### src/rtl/mbrfs_defines.svh
// Constants of the read-function server: function codes, exception codes,
// request field positions and response header positions.
// Assumes one clock domain and byte-wide request and response streams.
`ifndef MBRFS_DEFINES_SVH
`define MBRFS_DEFINES_SVH

// Supported read function codes.
`define MBRFS_FC_COILS 8'h01
`define MBRFS_FC_DISC 8'h02
`define MBRFS_FC_HOLD 8'h03
`define MBRFS_FC_INREG 8'h04

// An exception answer echoes the function code with this bit set.
`define MBRFS_EXC_FLAG 8'h80
`define MBRFS_EXC_NONE 8'h00
`define MBRFS_EXC_FUNC 8'h01
`define MBRFS_EXC_ADDR 8'h02
`define MBRFS_EXC_VALUE 8'h03

// Byte positions inside a read request (header plus five-byte PDU).
`define MBRFS_RQ_TID_HI 4'h0
`define MBRFS_RQ_TID_LO 4'h1
`define MBRFS_RQ_PID_HI 4'h2
`define MBRFS_RQ_PID_LO 4'h3
`define MBRFS_RQ_UNIT 4'h6
`define MBRFS_RQ_FC 4'h7
`define MBRFS_RQ_ADDR_HI 4'h8
`define MBRFS_RQ_ADDR_LO 4'h9
`define MBRFS_RQ_QTY_HI 4'ha
`define MBRFS_RQ_QTY_LO 4'hb
`define MBRFS_RQ_BYTES 4'hc

// Byte positions inside the response header; the last one is the byte
// count of a normal answer or the exception code of an error answer.
`define MBRFS_RS_LEN_HI 4'h4
`define MBRFS_RS_LEN_LO 4'h5
`define MBRFS_RS_UNIT 4'h6
`define MBRFS_RS_FC 4'h7
`define MBRFS_RS_LAST 4'h8

// Unit identifier, function code and byte count (or exception code).
`define MBRFS_PDU_OVERHEAD 16'h0003
`define MBRFS_BIT_LAST 3'h7

`endif

### src/rtl/mbrfs_pkg.sv
// Types shared by the read-function server modules.
// Assumes the constants of mbrfs_defines.svh for the values carried here.
package mbrfs_pkg;

  typedef enum logic [2:0] {
    ST_IDLE = 3'b000,
    ST_CHECK = 3'b001,
    ST_HDR = 3'b011,
    ST_FILL = 3'b010,
    ST_CAPT = 3'b110,
    ST_EMIT = 3'b111
  } mbrfs_state_t;

  typedef struct packed {
    logic [15:0] tid;
    logic [15:0] pid;
    logic [7:0] unit;
    logic [7:0] fc;
    logic [15:0] addr;
    logic [15:0] qty;
  } mbrfs_req_t;

  typedef struct packed {
    logic valid;
    logic [7:0] data;
    logic last;
  } mbrfs_byte_t;

  typedef struct packed {
    logic req;
    logic [1:0] sel;
    logic [15:0] addr;
  } mbrfs_tbl_t;

  typedef struct packed {
    mbrfs_state_t st;
    mbrfs_req_t req;
    logic [3:0] rx_cnt;
    logic rx_ready;
    logic [7:0] exc;
    logic [7:0] bcnt;
    logic [3:0] hidx;
    logic [15:0] left;
    logic [2:0] bidx;
    logic [15:0] word;
    logic lo_half;
    logic done;
    mbrfs_byte_t tx;
    mbrfs_tbl_t tbl;
  } mbrfs_top_state_t;

  typedef struct packed {
    logic [7:0] bits;
  } mbrfs_pack_state_t;

endpackage

### src/rtl/mbrfs_bitpack.sv
// Bit packer: gathers single-bit items into one response data byte.
// Assumes the caller clears it before each byte and never clears and
// writes in the same cycle.
module mbrfs_bitpack (
  input wire logic core_clk_i,
  input wire logic rst_n_i,
  input wire logic clr_i,
  input wire logic wr_i,
  input wire logic [2:0] idx_i,
  input wire logic bit_i,
  output logic [7:0] byte_o
);

  mbrfs_pkg::mbrfs_pack_state_t pack_reg;
  mbrfs_pkg::mbrfs_pack_state_t pack_next;

  // A cleared byte keeps every bit that is never written at zero.
  always_comb begin
    pack_next = pack_reg;
    if (clr_i) begin
      pack_next.bits = 8'h00;
    end
    for (int i = 0; i < 8; i++) begin
      if (wr_i && (idx_i == 3'(i))) begin
        pack_next.bits[i] = bit_i;
      end
    end
  end

  always_ff @(posedge core_clk_i or negedge rst_n_i) begin
    if (!rst_n_i) begin
      pack_reg <= '0;
    end else begin
      pack_reg <= pack_next;
    end
  end

  assign byte_o = pack_reg.bits;

endmodule

### src/rtl/mbrfs_top.sv
// Read-function server: parses one Modbus/TCP read request, checks it,
// reads the I/O tables item by item and streams the response bytes.
// Assumes a byte stream with framing from the TCP side and I/O tables that
// answer combinationally in the cycle their read strobe is high.
`include "mbrfs_defines.svh"

// Operation
// - Code 0x01 returns a range of coils
// - Coil request: first address, then quantity
// - Coil addresses start at zero
// - One bit per item, 1 ON
// - First coil in bit 0, ascending
// - Coil last byte padded with zeros
// - Byte count gives following data bytes
// - Code 0x02 returns a range of inputs
// - Input request: first address, then quantity
// - Discrete input addresses start at zero
// - First input in bit 0, ascending
// - Input last byte padded with zeros
// - Code 0x03 returns holding register block
// - Code 0x04 returns input register block
// - Register addresses start at zero
// - Registers sent high byte then low byte
// - Exception echoes code with top bit set
// - Bad code, quantity or address gives exception
// - Transaction identifier copied into response
// - Length counts following bytes including unit
module mbrfs_top #(
  parameter int unsigned COIL_NUM = 32'd16,
  parameter int unsigned DISC_NUM = 32'd16,
  parameter int unsigned HOLD_NUM = 32'd16,
  parameter int unsigned INREG_NUM = 32'd16,
  parameter logic [15:0] MAX_BITS = 16'd2000,
  parameter logic [15:0] MAX_REGS = 16'd125
) (
  input wire logic core_clk_i,
  input wire logic rst_n_i,
  input wire logic rx_valid_i,
  input wire logic [7:0] rx_data_i,
  input wire logic rx_last_i,
  output logic rx_ready_o,
  output mbrfs_pkg::mbrfs_byte_t tx_o,
  input wire logic tx_ready_i,
  output mbrfs_pkg::mbrfs_tbl_t tbl_o,
  input wire logic [15:0] tbl_rdata_i,
  output logic done_o
);

  mbrfs_pkg::mbrfs_top_state_t top_reg;
  mbrfs_pkg::mbrfs_top_state_t top_next;

  logic pack_clr;
  logic pack_wr;
  logic [7:0] pack_byte;
  logic is_bit;
  logic tx_free;
  logic [16:0] end_addr;
  logic [16:0] tbl_size;
  logic [15:0] qty_max;
  logic [15:0] len_field;
  logic [7:0] exc_code;
  logic [7:0] byte_cnt;
  logic [7:0] hdr_byte;

  // The packer holds a partly filled byte while the next item is fetched.
  mbrfs_bitpack i_mbrfs_bitpack (
    .core_clk_i(core_clk_i),
    .rst_n_i(rst_n_i),
    .clr_i(pack_clr),
    .wr_i(pack_wr),
    .idx_i(top_reg.bidx),
    .bit_i(tbl_rdata_i[0]),
    .byte_o(pack_byte)
  );

  // Table select 0 and 1 are the bit tables, 2 and 3 the word tables.
  assign is_bit = ~top_reg.tbl.sel[1];
  // The output byte register is free when empty or being taken now.
  assign tx_free = ~top_reg.tx.valid | tx_ready_i;
  // Zero-based start plus quantity must not pass the table end.
  assign end_addr = {1'b0, top_reg.req.addr} + {1'b0, top_reg.req.qty};

  // Bit reads may ask for far more items than register reads.
  always_comb begin
    if (top_reg.req.fc <= `MBRFS_FC_DISC) begin
      qty_max = MAX_BITS;
    end else begin
      qty_max = MAX_REGS;
    end
  end

  // An exception answer carries only unit, function code and exception code.
  always_comb begin
    if (top_reg.exc != `MBRFS_EXC_NONE) begin
      len_field = `MBRFS_PDU_OVERHEAD;
    end else begin
      len_field = `MBRFS_PDU_OVERHEAD + {8'h00, top_reg.bcnt};
    end
  end

  // The checks run in a fixed order so that a request reports one cause only.
  always_comb begin
    if ((top_reg.req.fc < `MBRFS_FC_COILS) || (top_reg.req.fc > `MBRFS_FC_INREG)) begin
      exc_code = `MBRFS_EXC_FUNC;
    end else if (top_reg.rx_cnt != `MBRFS_RQ_BYTES) begin
      exc_code = `MBRFS_EXC_VALUE;
    end else if ((top_reg.req.qty == 16'h0000) || (top_reg.req.qty > qty_max)) begin
      exc_code = `MBRFS_EXC_VALUE;
    end else if (end_addr > tbl_size) begin
      exc_code = `MBRFS_EXC_ADDR;
    end else begin
      exc_code = `MBRFS_EXC_NONE;
    end
  end

  // Bit reads round up to whole bytes; register reads take two bytes each.
  always_comb begin
    if (top_reg.req.fc <= `MBRFS_FC_DISC) begin
      byte_cnt = 8'((top_reg.req.qty + 16'h0007) >> 3);
    end else begin
      byte_cnt = {top_reg.req.qty[6:0], 1'b0};
    end
  end

  // The last header index carries the byte count, or the exception code instead.
  always_comb begin
    case (top_reg.hidx)
      `MBRFS_RQ_TID_HI: hdr_byte = top_reg.req.tid[15:8];
      `MBRFS_RQ_TID_LO: hdr_byte = top_reg.req.tid[7:0];
      `MBRFS_RQ_PID_HI: hdr_byte = top_reg.req.pid[15:8];
      `MBRFS_RQ_PID_LO: hdr_byte = top_reg.req.pid[7:0];
      `MBRFS_RS_LEN_HI: hdr_byte = len_field[15:8];
      `MBRFS_RS_LEN_LO: hdr_byte = len_field[7:0];
      `MBRFS_RS_UNIT: hdr_byte = top_reg.req.unit;
      `MBRFS_RS_FC: begin
        if (top_reg.exc != `MBRFS_EXC_NONE) begin
          hdr_byte = top_reg.req.fc | `MBRFS_EXC_FLAG;
        end else begin
          hdr_byte = top_reg.req.fc;
        end
      end
      default: begin
        if (top_reg.exc != `MBRFS_EXC_NONE) begin
          hdr_byte = top_reg.exc;
        end else begin
          hdr_byte = top_reg.bcnt;
        end
      end
    endcase
  end

  always_comb begin
    case (top_reg.req.fc)
      `MBRFS_FC_COILS: tbl_size = 17'(COIL_NUM);
      `MBRFS_FC_DISC: tbl_size = 17'(DISC_NUM);
      `MBRFS_FC_HOLD: tbl_size = 17'(HOLD_NUM);
      default: tbl_size = 17'(INREG_NUM);
    endcase
  end

  // A request is parsed, checked and answered in one pass; the next one waits for the last answer byte.
  always_comb begin
    top_next = top_reg;
    top_next.tbl.req = 1'b0;
    top_next.done = top_reg.tx.valid & tx_ready_i & top_reg.tx.last;
    pack_clr = 1'b0;
    pack_wr = 1'b0;
    if (top_reg.tx.valid && tx_ready_i) begin
      top_next.tx.valid = 1'b0;
      top_next.tx.last = 1'b0;
    end
    case (top_reg.st)
      mbrfs_pkg::ST_IDLE: begin
        if (rx_valid_i && top_reg.rx_ready) begin
          // Fields are taken in stream order: address first, then quantity.
          case (top_reg.rx_cnt)
            `MBRFS_RQ_TID_HI: top_next.req.tid[15:8] = rx_data_i;
            `MBRFS_RQ_TID_LO: top_next.req.tid[7:0] = rx_data_i;
            `MBRFS_RQ_PID_HI: top_next.req.pid[15:8] = rx_data_i;
            `MBRFS_RQ_PID_LO: top_next.req.pid[7:0] = rx_data_i;
            `MBRFS_RQ_UNIT: top_next.req.unit = rx_data_i;
            `MBRFS_RQ_FC: top_next.req.fc = rx_data_i;
            `MBRFS_RQ_ADDR_HI: top_next.req.addr[15:8] = rx_data_i;
            `MBRFS_RQ_ADDR_LO: top_next.req.addr[7:0] = rx_data_i;
            `MBRFS_RQ_QTY_HI: top_next.req.qty[15:8] = rx_data_i;
            `MBRFS_RQ_QTY_LO: top_next.req.qty[7:0] = rx_data_i;
            default: top_next.req.fc = top_reg.req.fc;
          endcase
          // The counter saturates so that an over-long frame is detectable.
          if (top_reg.rx_cnt < `MBRFS_RQ_BYTES) begin
            top_next.rx_cnt = top_reg.rx_cnt + 4'h1;
          end else begin
            top_next.rx_cnt = 4'hf;
          end
          if (rx_last_i) begin
            top_next.rx_ready = 1'b0;
            top_next.st = mbrfs_pkg::ST_CHECK;
          end
        end
      end
      mbrfs_pkg::ST_CHECK: begin
        top_next.exc = exc_code;
        top_next.bcnt = byte_cnt;
        // Function code selects the table: coils, inputs, holding, input regs.
        top_next.tbl.sel = 2'(top_reg.req.fc - `MBRFS_FC_COILS);
        top_next.tbl.addr = top_reg.req.addr;
        top_next.left = top_reg.req.qty;
        top_next.bidx = 3'h0;
        top_next.lo_half = 1'b0;
        top_next.hidx = 4'h0;
        pack_clr = 1'b1;
        top_next.st = mbrfs_pkg::ST_HDR;
      end
      mbrfs_pkg::ST_HDR: begin
        // Header bytes leave one per cycle whenever the output register is free.
        if (tx_free) begin
          top_next.tx.valid = 1'b1;
          top_next.tx.last = 1'b0;
          top_next.tx.data = hdr_byte;
          if (top_reg.hidx == `MBRFS_RS_LAST) begin
            if (top_reg.exc != `MBRFS_EXC_NONE) begin
              top_next.tx.last = 1'b1;
              top_next.rx_cnt = 4'h0;
              top_next.rx_ready = 1'b1;
              top_next.st = mbrfs_pkg::ST_IDLE;
            end else begin
              top_next.st = mbrfs_pkg::ST_FILL;
            end
          end else begin
            top_next.hidx = top_reg.hidx + 4'h1;
          end
        end
      end
      mbrfs_pkg::ST_FILL: begin
        // The strobe is registered, so the table sees a stable address for a full cycle.
        top_next.tbl.req = 1'b1;
        top_next.st = mbrfs_pkg::ST_CAPT;
      end
      mbrfs_pkg::ST_CAPT: begin
        // The table answers for the strobed address in this cycle.
        top_next.tbl.addr = top_reg.tbl.addr + 16'h0001;
        top_next.left = top_reg.left - 16'h0001;
        if (is_bit) begin
          pack_wr = 1'b1;
          top_next.bidx = top_reg.bidx + 3'h1;
          if ((top_reg.bidx == `MBRFS_BIT_LAST) || (top_reg.left == 16'h0001)) begin
            top_next.st = mbrfs_pkg::ST_EMIT;
          end else begin
            top_next.st = mbrfs_pkg::ST_FILL;
          end
        end else begin
          top_next.word = tbl_rdata_i;
          top_next.st = mbrfs_pkg::ST_EMIT;
        end
      end
      mbrfs_pkg::ST_EMIT: begin
        // A bit byte leaves when full or after the last item; a register leaves in two halves.
        if (tx_free) begin
          top_next.tx.valid = 1'b1;
          top_next.tx.last = 1'b0;
          if (is_bit) begin
            top_next.tx.data = pack_byte;
            pack_clr = 1'b1;
            top_next.bidx = 3'h0;
          end else if (!top_reg.lo_half) begin
            top_next.tx.data = top_reg.word[15:8];
            top_next.lo_half = 1'b1;
          end else begin
            top_next.tx.data = top_reg.word[7:0];
            top_next.lo_half = 1'b0;
          end
          if (is_bit || top_reg.lo_half) begin
            if (top_reg.left == 16'h0000) begin
              top_next.tx.last = 1'b1;
              top_next.rx_cnt = 4'h0;
              top_next.rx_ready = 1'b1;
              top_next.st = mbrfs_pkg::ST_IDLE;
            end else begin
              top_next.st = mbrfs_pkg::ST_FILL;
            end
          end
        end
      end
      default: begin
        // An unused state code returns to idle instead of locking the server up.
        top_next.rx_cnt = 4'h0;
        top_next.rx_ready = 1'b1;
        top_next.st = mbrfs_pkg::ST_IDLE;
      end
    endcase
  end

  // Reset leaves the server idle and ready for a request.
  always_ff @(posedge core_clk_i or negedge rst_n_i) begin
    if (!rst_n_i) begin
      top_reg <= '0;
      top_reg.rx_ready <= 1'b1;
    end else begin
      top_reg <= top_next;
    end
  end

  assign rx_ready_o = top_reg.rx_ready;
  assign tx_o = top_reg.tx;
  assign tbl_o = top_reg.tbl;
  assign done_o = top_reg.done;

endmodule

### config.mk
export PLATFORM = sky130hd
export DESIGN_NAME = mbrfs_top
export DESIGN_NICKNAME = d
export VERILOG_FILES = /design/src/rtl/mbrfs_pkg.sv /design/src/rtl/mbrfs_bitpack.sv /design/src/rtl/mbrfs_top.sv
export VERILOG_INCLUDE_DIRS = /design/src /design/src/rtl
export SDC_FILE = /design/constraint.sdc
export NUM_CORES = 1
export LEC_CHECK = 0
export BUFFER_PORTS_ARGS = -buffer_cell sky130_fd_sc_hd__buf_2
export CORE_UTILIZATION = 45
export DETAILED_ROUTE_END_ITERATION = 8
export HOLD_SLACK_MARGIN = 0.08
export PLACE_DENSITY_LB_ADDON = 0.25
export SYNTH_ARGS = -nofsm -noshare
export SYNTH_HDL_FRONTEND = slang
export SYNTH_SLANG_ARGS = --single-unit
### constraint.sdc
create_clock -name core_clk_i -period 3.85 [get_ports core_clk_i]
set_clock_uncertainty 0.15 [all_clocks]
set_input_delay 0.385 -clock core_clk_i [delete_from_list [all_inputs] [get_ports core_clk_i]]
set_output_delay 0.385 -clock core_clk_i [all_outputs]
set_load 0.02 [all_outputs]
==> results.sh <==
export IMPL_ios=60
export IMPL_end_kind="flop"
export IMPL_htree_levels=4
export IMPL_grt_pass1_vias=7819
export IMPL_failed_checks="DRC"
export IMPL_p_seq_share_pct=40.9
export IMPL_hp_class="in2reg"
export IMPL_postRouteAntennaNets=0
export IMPL_min_period_over_period_pct=90.6
export IMPL_peakVddDrop_mv=0.297
export IMPL_grt_max_degree=83
export IMPL_tns_ns=0
export IMPL_core_um2=22000
export IMPL_fillers=1962
export IMPL_crit_slowest_cell="or4_1"
export IMPL_synth_common_cells="dfrtp_1 (175), nand2_1 (107), mux2_2 (100), o21ai_0 (69), nor2_1 (64)"
export IMPL_totalWireLength_um=26200
export IMPL_status="finished, violations left"
export IMPL_synthArstFlopShare_pct=100
export IMPL_drt_initial_drc_count=613
export IMPL_fin_nets=1125
export IMPL_clkTransAtPathRegs_ns=0.07
export IMPL_switching_power_mw=2.75
export IMPL_drtPass1Iterations=7
export IMPL_cts_buffer_depth=2
export IMPL_seqCellArea_um2=4410
export IMPL_multi_input_area_um2=5170
export IMPL_clock_fmax_ghz=0.287
export IMPL_cap_violations=0
export IMPL_grt_pass1_wl_um=42800
export IMPL_dieArea_um2=23200
export IMPL_netlist_area_um2=10200
export IMPL_grt_usage_pct=23.3
export IMPL_synthFlopType="dfrtp_1"
export IMPL_dpl_hpwl_um=18700
export IMPL_place_ws_ns=0.353
export IMPL_critPathKind="reg2reg"
export IMPL_synth_largest_area_cell="dfrtp_1"
export IMPL_area_growth_synth_to_final_pct=10.4
export IMPL_comb_power_share_pct=34.7
export IMPL_antenna_cells=0
export IMPL_postCtsResizedCells=0
export IMPL_max_slew_margin_pct=40.0
export IMPL_seq_area_frac_synth_pct=43.3
export IMPL_p_per_area_nw_per_um2=636
export IMPL_rows=54
export IMPL_path_buf_inv=2
export IMPL_startpoint_type="flop"
export IMPL_reg2reg_depth=13
export IMPL_rsz0062_at_grt="no"
export IMPL_setup_viol=0
export IMPL_vias=8060
export IMPL_synth_avg_cell_area_um2=9.92
export IMPL_cts_setup_buffers=0
export IMPL_synth_cell_types=81
export IMPL_syn_nets=1098
export IMPL_cp_depth=13
export IMPL_synth_area_top_cells="dfrtp_1 (43%), mux2_2 (11%), ha_1 (5.3%)"
export IMPL_worstMarginPinSlew_ns=0.900
export IMPL_drc_errors=7
export IMPL_slew_viol_final=0
export IMPL_layout_setup_ws_ns=0.362
export IMPL_largest_reg_flops=137
export IMPL_port_buffers=59
export IMPL_cts_root_buf="clkbuf_16"
export IMPL_place_congestion=0.896
export IMPL_period_needed_ns=3.49
export IMPL_stdcell_area_um2=11200
export IMPL_antenna_found_initial=0
export IMPL_die_w_um=152
export IMPL_worstPathRequired_ns=4.01
export IMPL_wire_per_inst_um=19.5
export IMPL_numCtsBuffers=17
export IMPL_synthCells=1025
export IMPL_yosysWarnings=0
export IMPL_cts_tree="built"
export IMPL_drive_above_1_share_pct=20.7
export IMPL_slowest_delay_ns=0.52
export IMPL_overflow=0
export IMPL_start_util_pct=46.3
export IMPL_cts_sinks=176
export IMPL_final_core_util_pct=51.1
export IMPL_ys_seq_elements=176
export IMPL_hold_depth=2
export IMPL_postCtsHoldBufs=17
export IMPL_place_area_um2=10500
export IMPL_critPathMaxFanout=14
export IMPL_p_clk_share_pct=24.4
export IMPL_cp_cell_sequence="or4_1 > nor2_1 > nand2_1 > buf_4 > inv_1 > ha_1 > and4_1 > nor4bb_1 > o2111ai_1 > a31oi_1 > o211ai_1 > a2111oi_0 > a21oi_1"
export IMPL_synth_most_common_cell="dfrtp_1"
export IMPL_die_y_um=152
export IMPL_crit_family="simple AND/OR/NAND/NOR gates"
export IMPL_synth_edf_count=0
export IMPL_vias_per_cell=5.99
export IMPL_leakage_nw=5.13
export IMPL_swShare_pct=38.5
export IMPL_clk_latency_ns=0.44
export IMPL_netlist_area_leader_share_pct=43.1
export IMPL_p_int_mw=4.39
export IMPL_worstPathArrival_ns=3.65
export IMPL_hold_viol=0
[metal layers]
| layer | global-route usage, % | up-vias | share of wire (%) |
|---|---|---|---|
| li1 | - | 3787 | - |
| met1 | 33.5 | 4002 | 48 |
| met2 | 36.5 | 240 | 46 |
| met3 | 3.84 | 31 | 5.2 |
| met4 | 5.64 | 0 | 1.3 |
| met5 | 0 | - | 0 |
[power groups by stage]
stage	Combinational, mW	Clock, mW	Sequential [mW]
finish	2.47	1.74	2.92
global route	2.73	1.84	3.00
CTS	2.48	1.76	2.91
detailed placement	2.46	0	2.94
global placement	2.41	0	2.92
floorplan	2.06	0	2.72
[path summary, 6_finish.rpt]
path                                          start                  endpoint  slack, ns
setup / recovery           top_reg[130]$_DFFE_PN0P_   top_reg[79]$_DFFE_PN0P_       0.36
hold / removal                           tx_ready_i          done_o$_DFF_PN0_        0.1
setup reg to reg           top_reg[130]$_DFFE_PN0P_   top_reg[79]$_DFFE_PN0P_       0.36
hold reg to reg                 tx_o[3]$_DFFE_PN0P_       tx_o[3]$_DFFE_PN0P_       0.33
max in group asynchronous                   rst_n_i  top_reg[144]$_DFFE_PN0P_       2.25
min in group asynchronous                   rst_n_i      tbl_o[3]$_DFFE_PN0P_       0.41
[per-stage QoR]
stage	instances	hold WS [ns]	total power, mW
6_report	1345	0.0952	7.14
5_1_grt	1345	0.0977	7.57
4_1_cts	1345	0.0823	7.15
3_5_place_dp	1296	0.320	5.40
3_3_place_gp	1296	0.311	5.33
2_1_floorplan	1025	-0.0606	4.79
[final cells by class]
cell class	count	area share [%]
multi-input cells	736	46.1
flip-flops and latches	176	39.3
repair buffers	89	5.19
clock buffers	19	3.95
well taps	280	3.12
clock inverters	13	1.32
inverters	32	1.07
[layout by cell type, fill, tap and decap left out, types with 10 or more instances in the layout]
cell           instances
a211oi_1              16
a21o_1                12
a21oi_1               56
a221o_1               10
a22oi_1               12
buf_2                 58
buf_4                 12
clkbuf_16             17
dfrtp_1              175
dlygate4sd3_1         17
ha_1                  43
inv_1                 32
mux2_2               100
mux2i_1               12
nand2_1              107
nand3_1               33
nor2_1                63
nor3_1                28
o21ai_0               69
[worst reg2reg max path: stages (launching register included)]
cell and delay [ns]:
dfrtp_1 0.39, or4_1 0.52, nor2_1 0.12, nand2_1 0.18, buf_4 0.24, inv_1 0.14
ha_1 0.16, and4_1 0.17, nor4bb_1 0.29, o2111ai_1 0.14, a31oi_1 0.25, o211ai_1 0.12
a2111oi_0 0.36, a21oi_1 0.12
[cell families after synthesis]
logic type,count (synthesis),synth area share (%)
and+or+nand+nor,301,14.4
AOI/OAI and AO/OA,264,17.4
DFF,176,43.3
buffers and inverters,113,5.81
muxes,112,12.3
adders and majority gates,44,5.49
xor gates and xnor gates,15,1.29
Note: power is estimated with default switching activity, not from simulation.
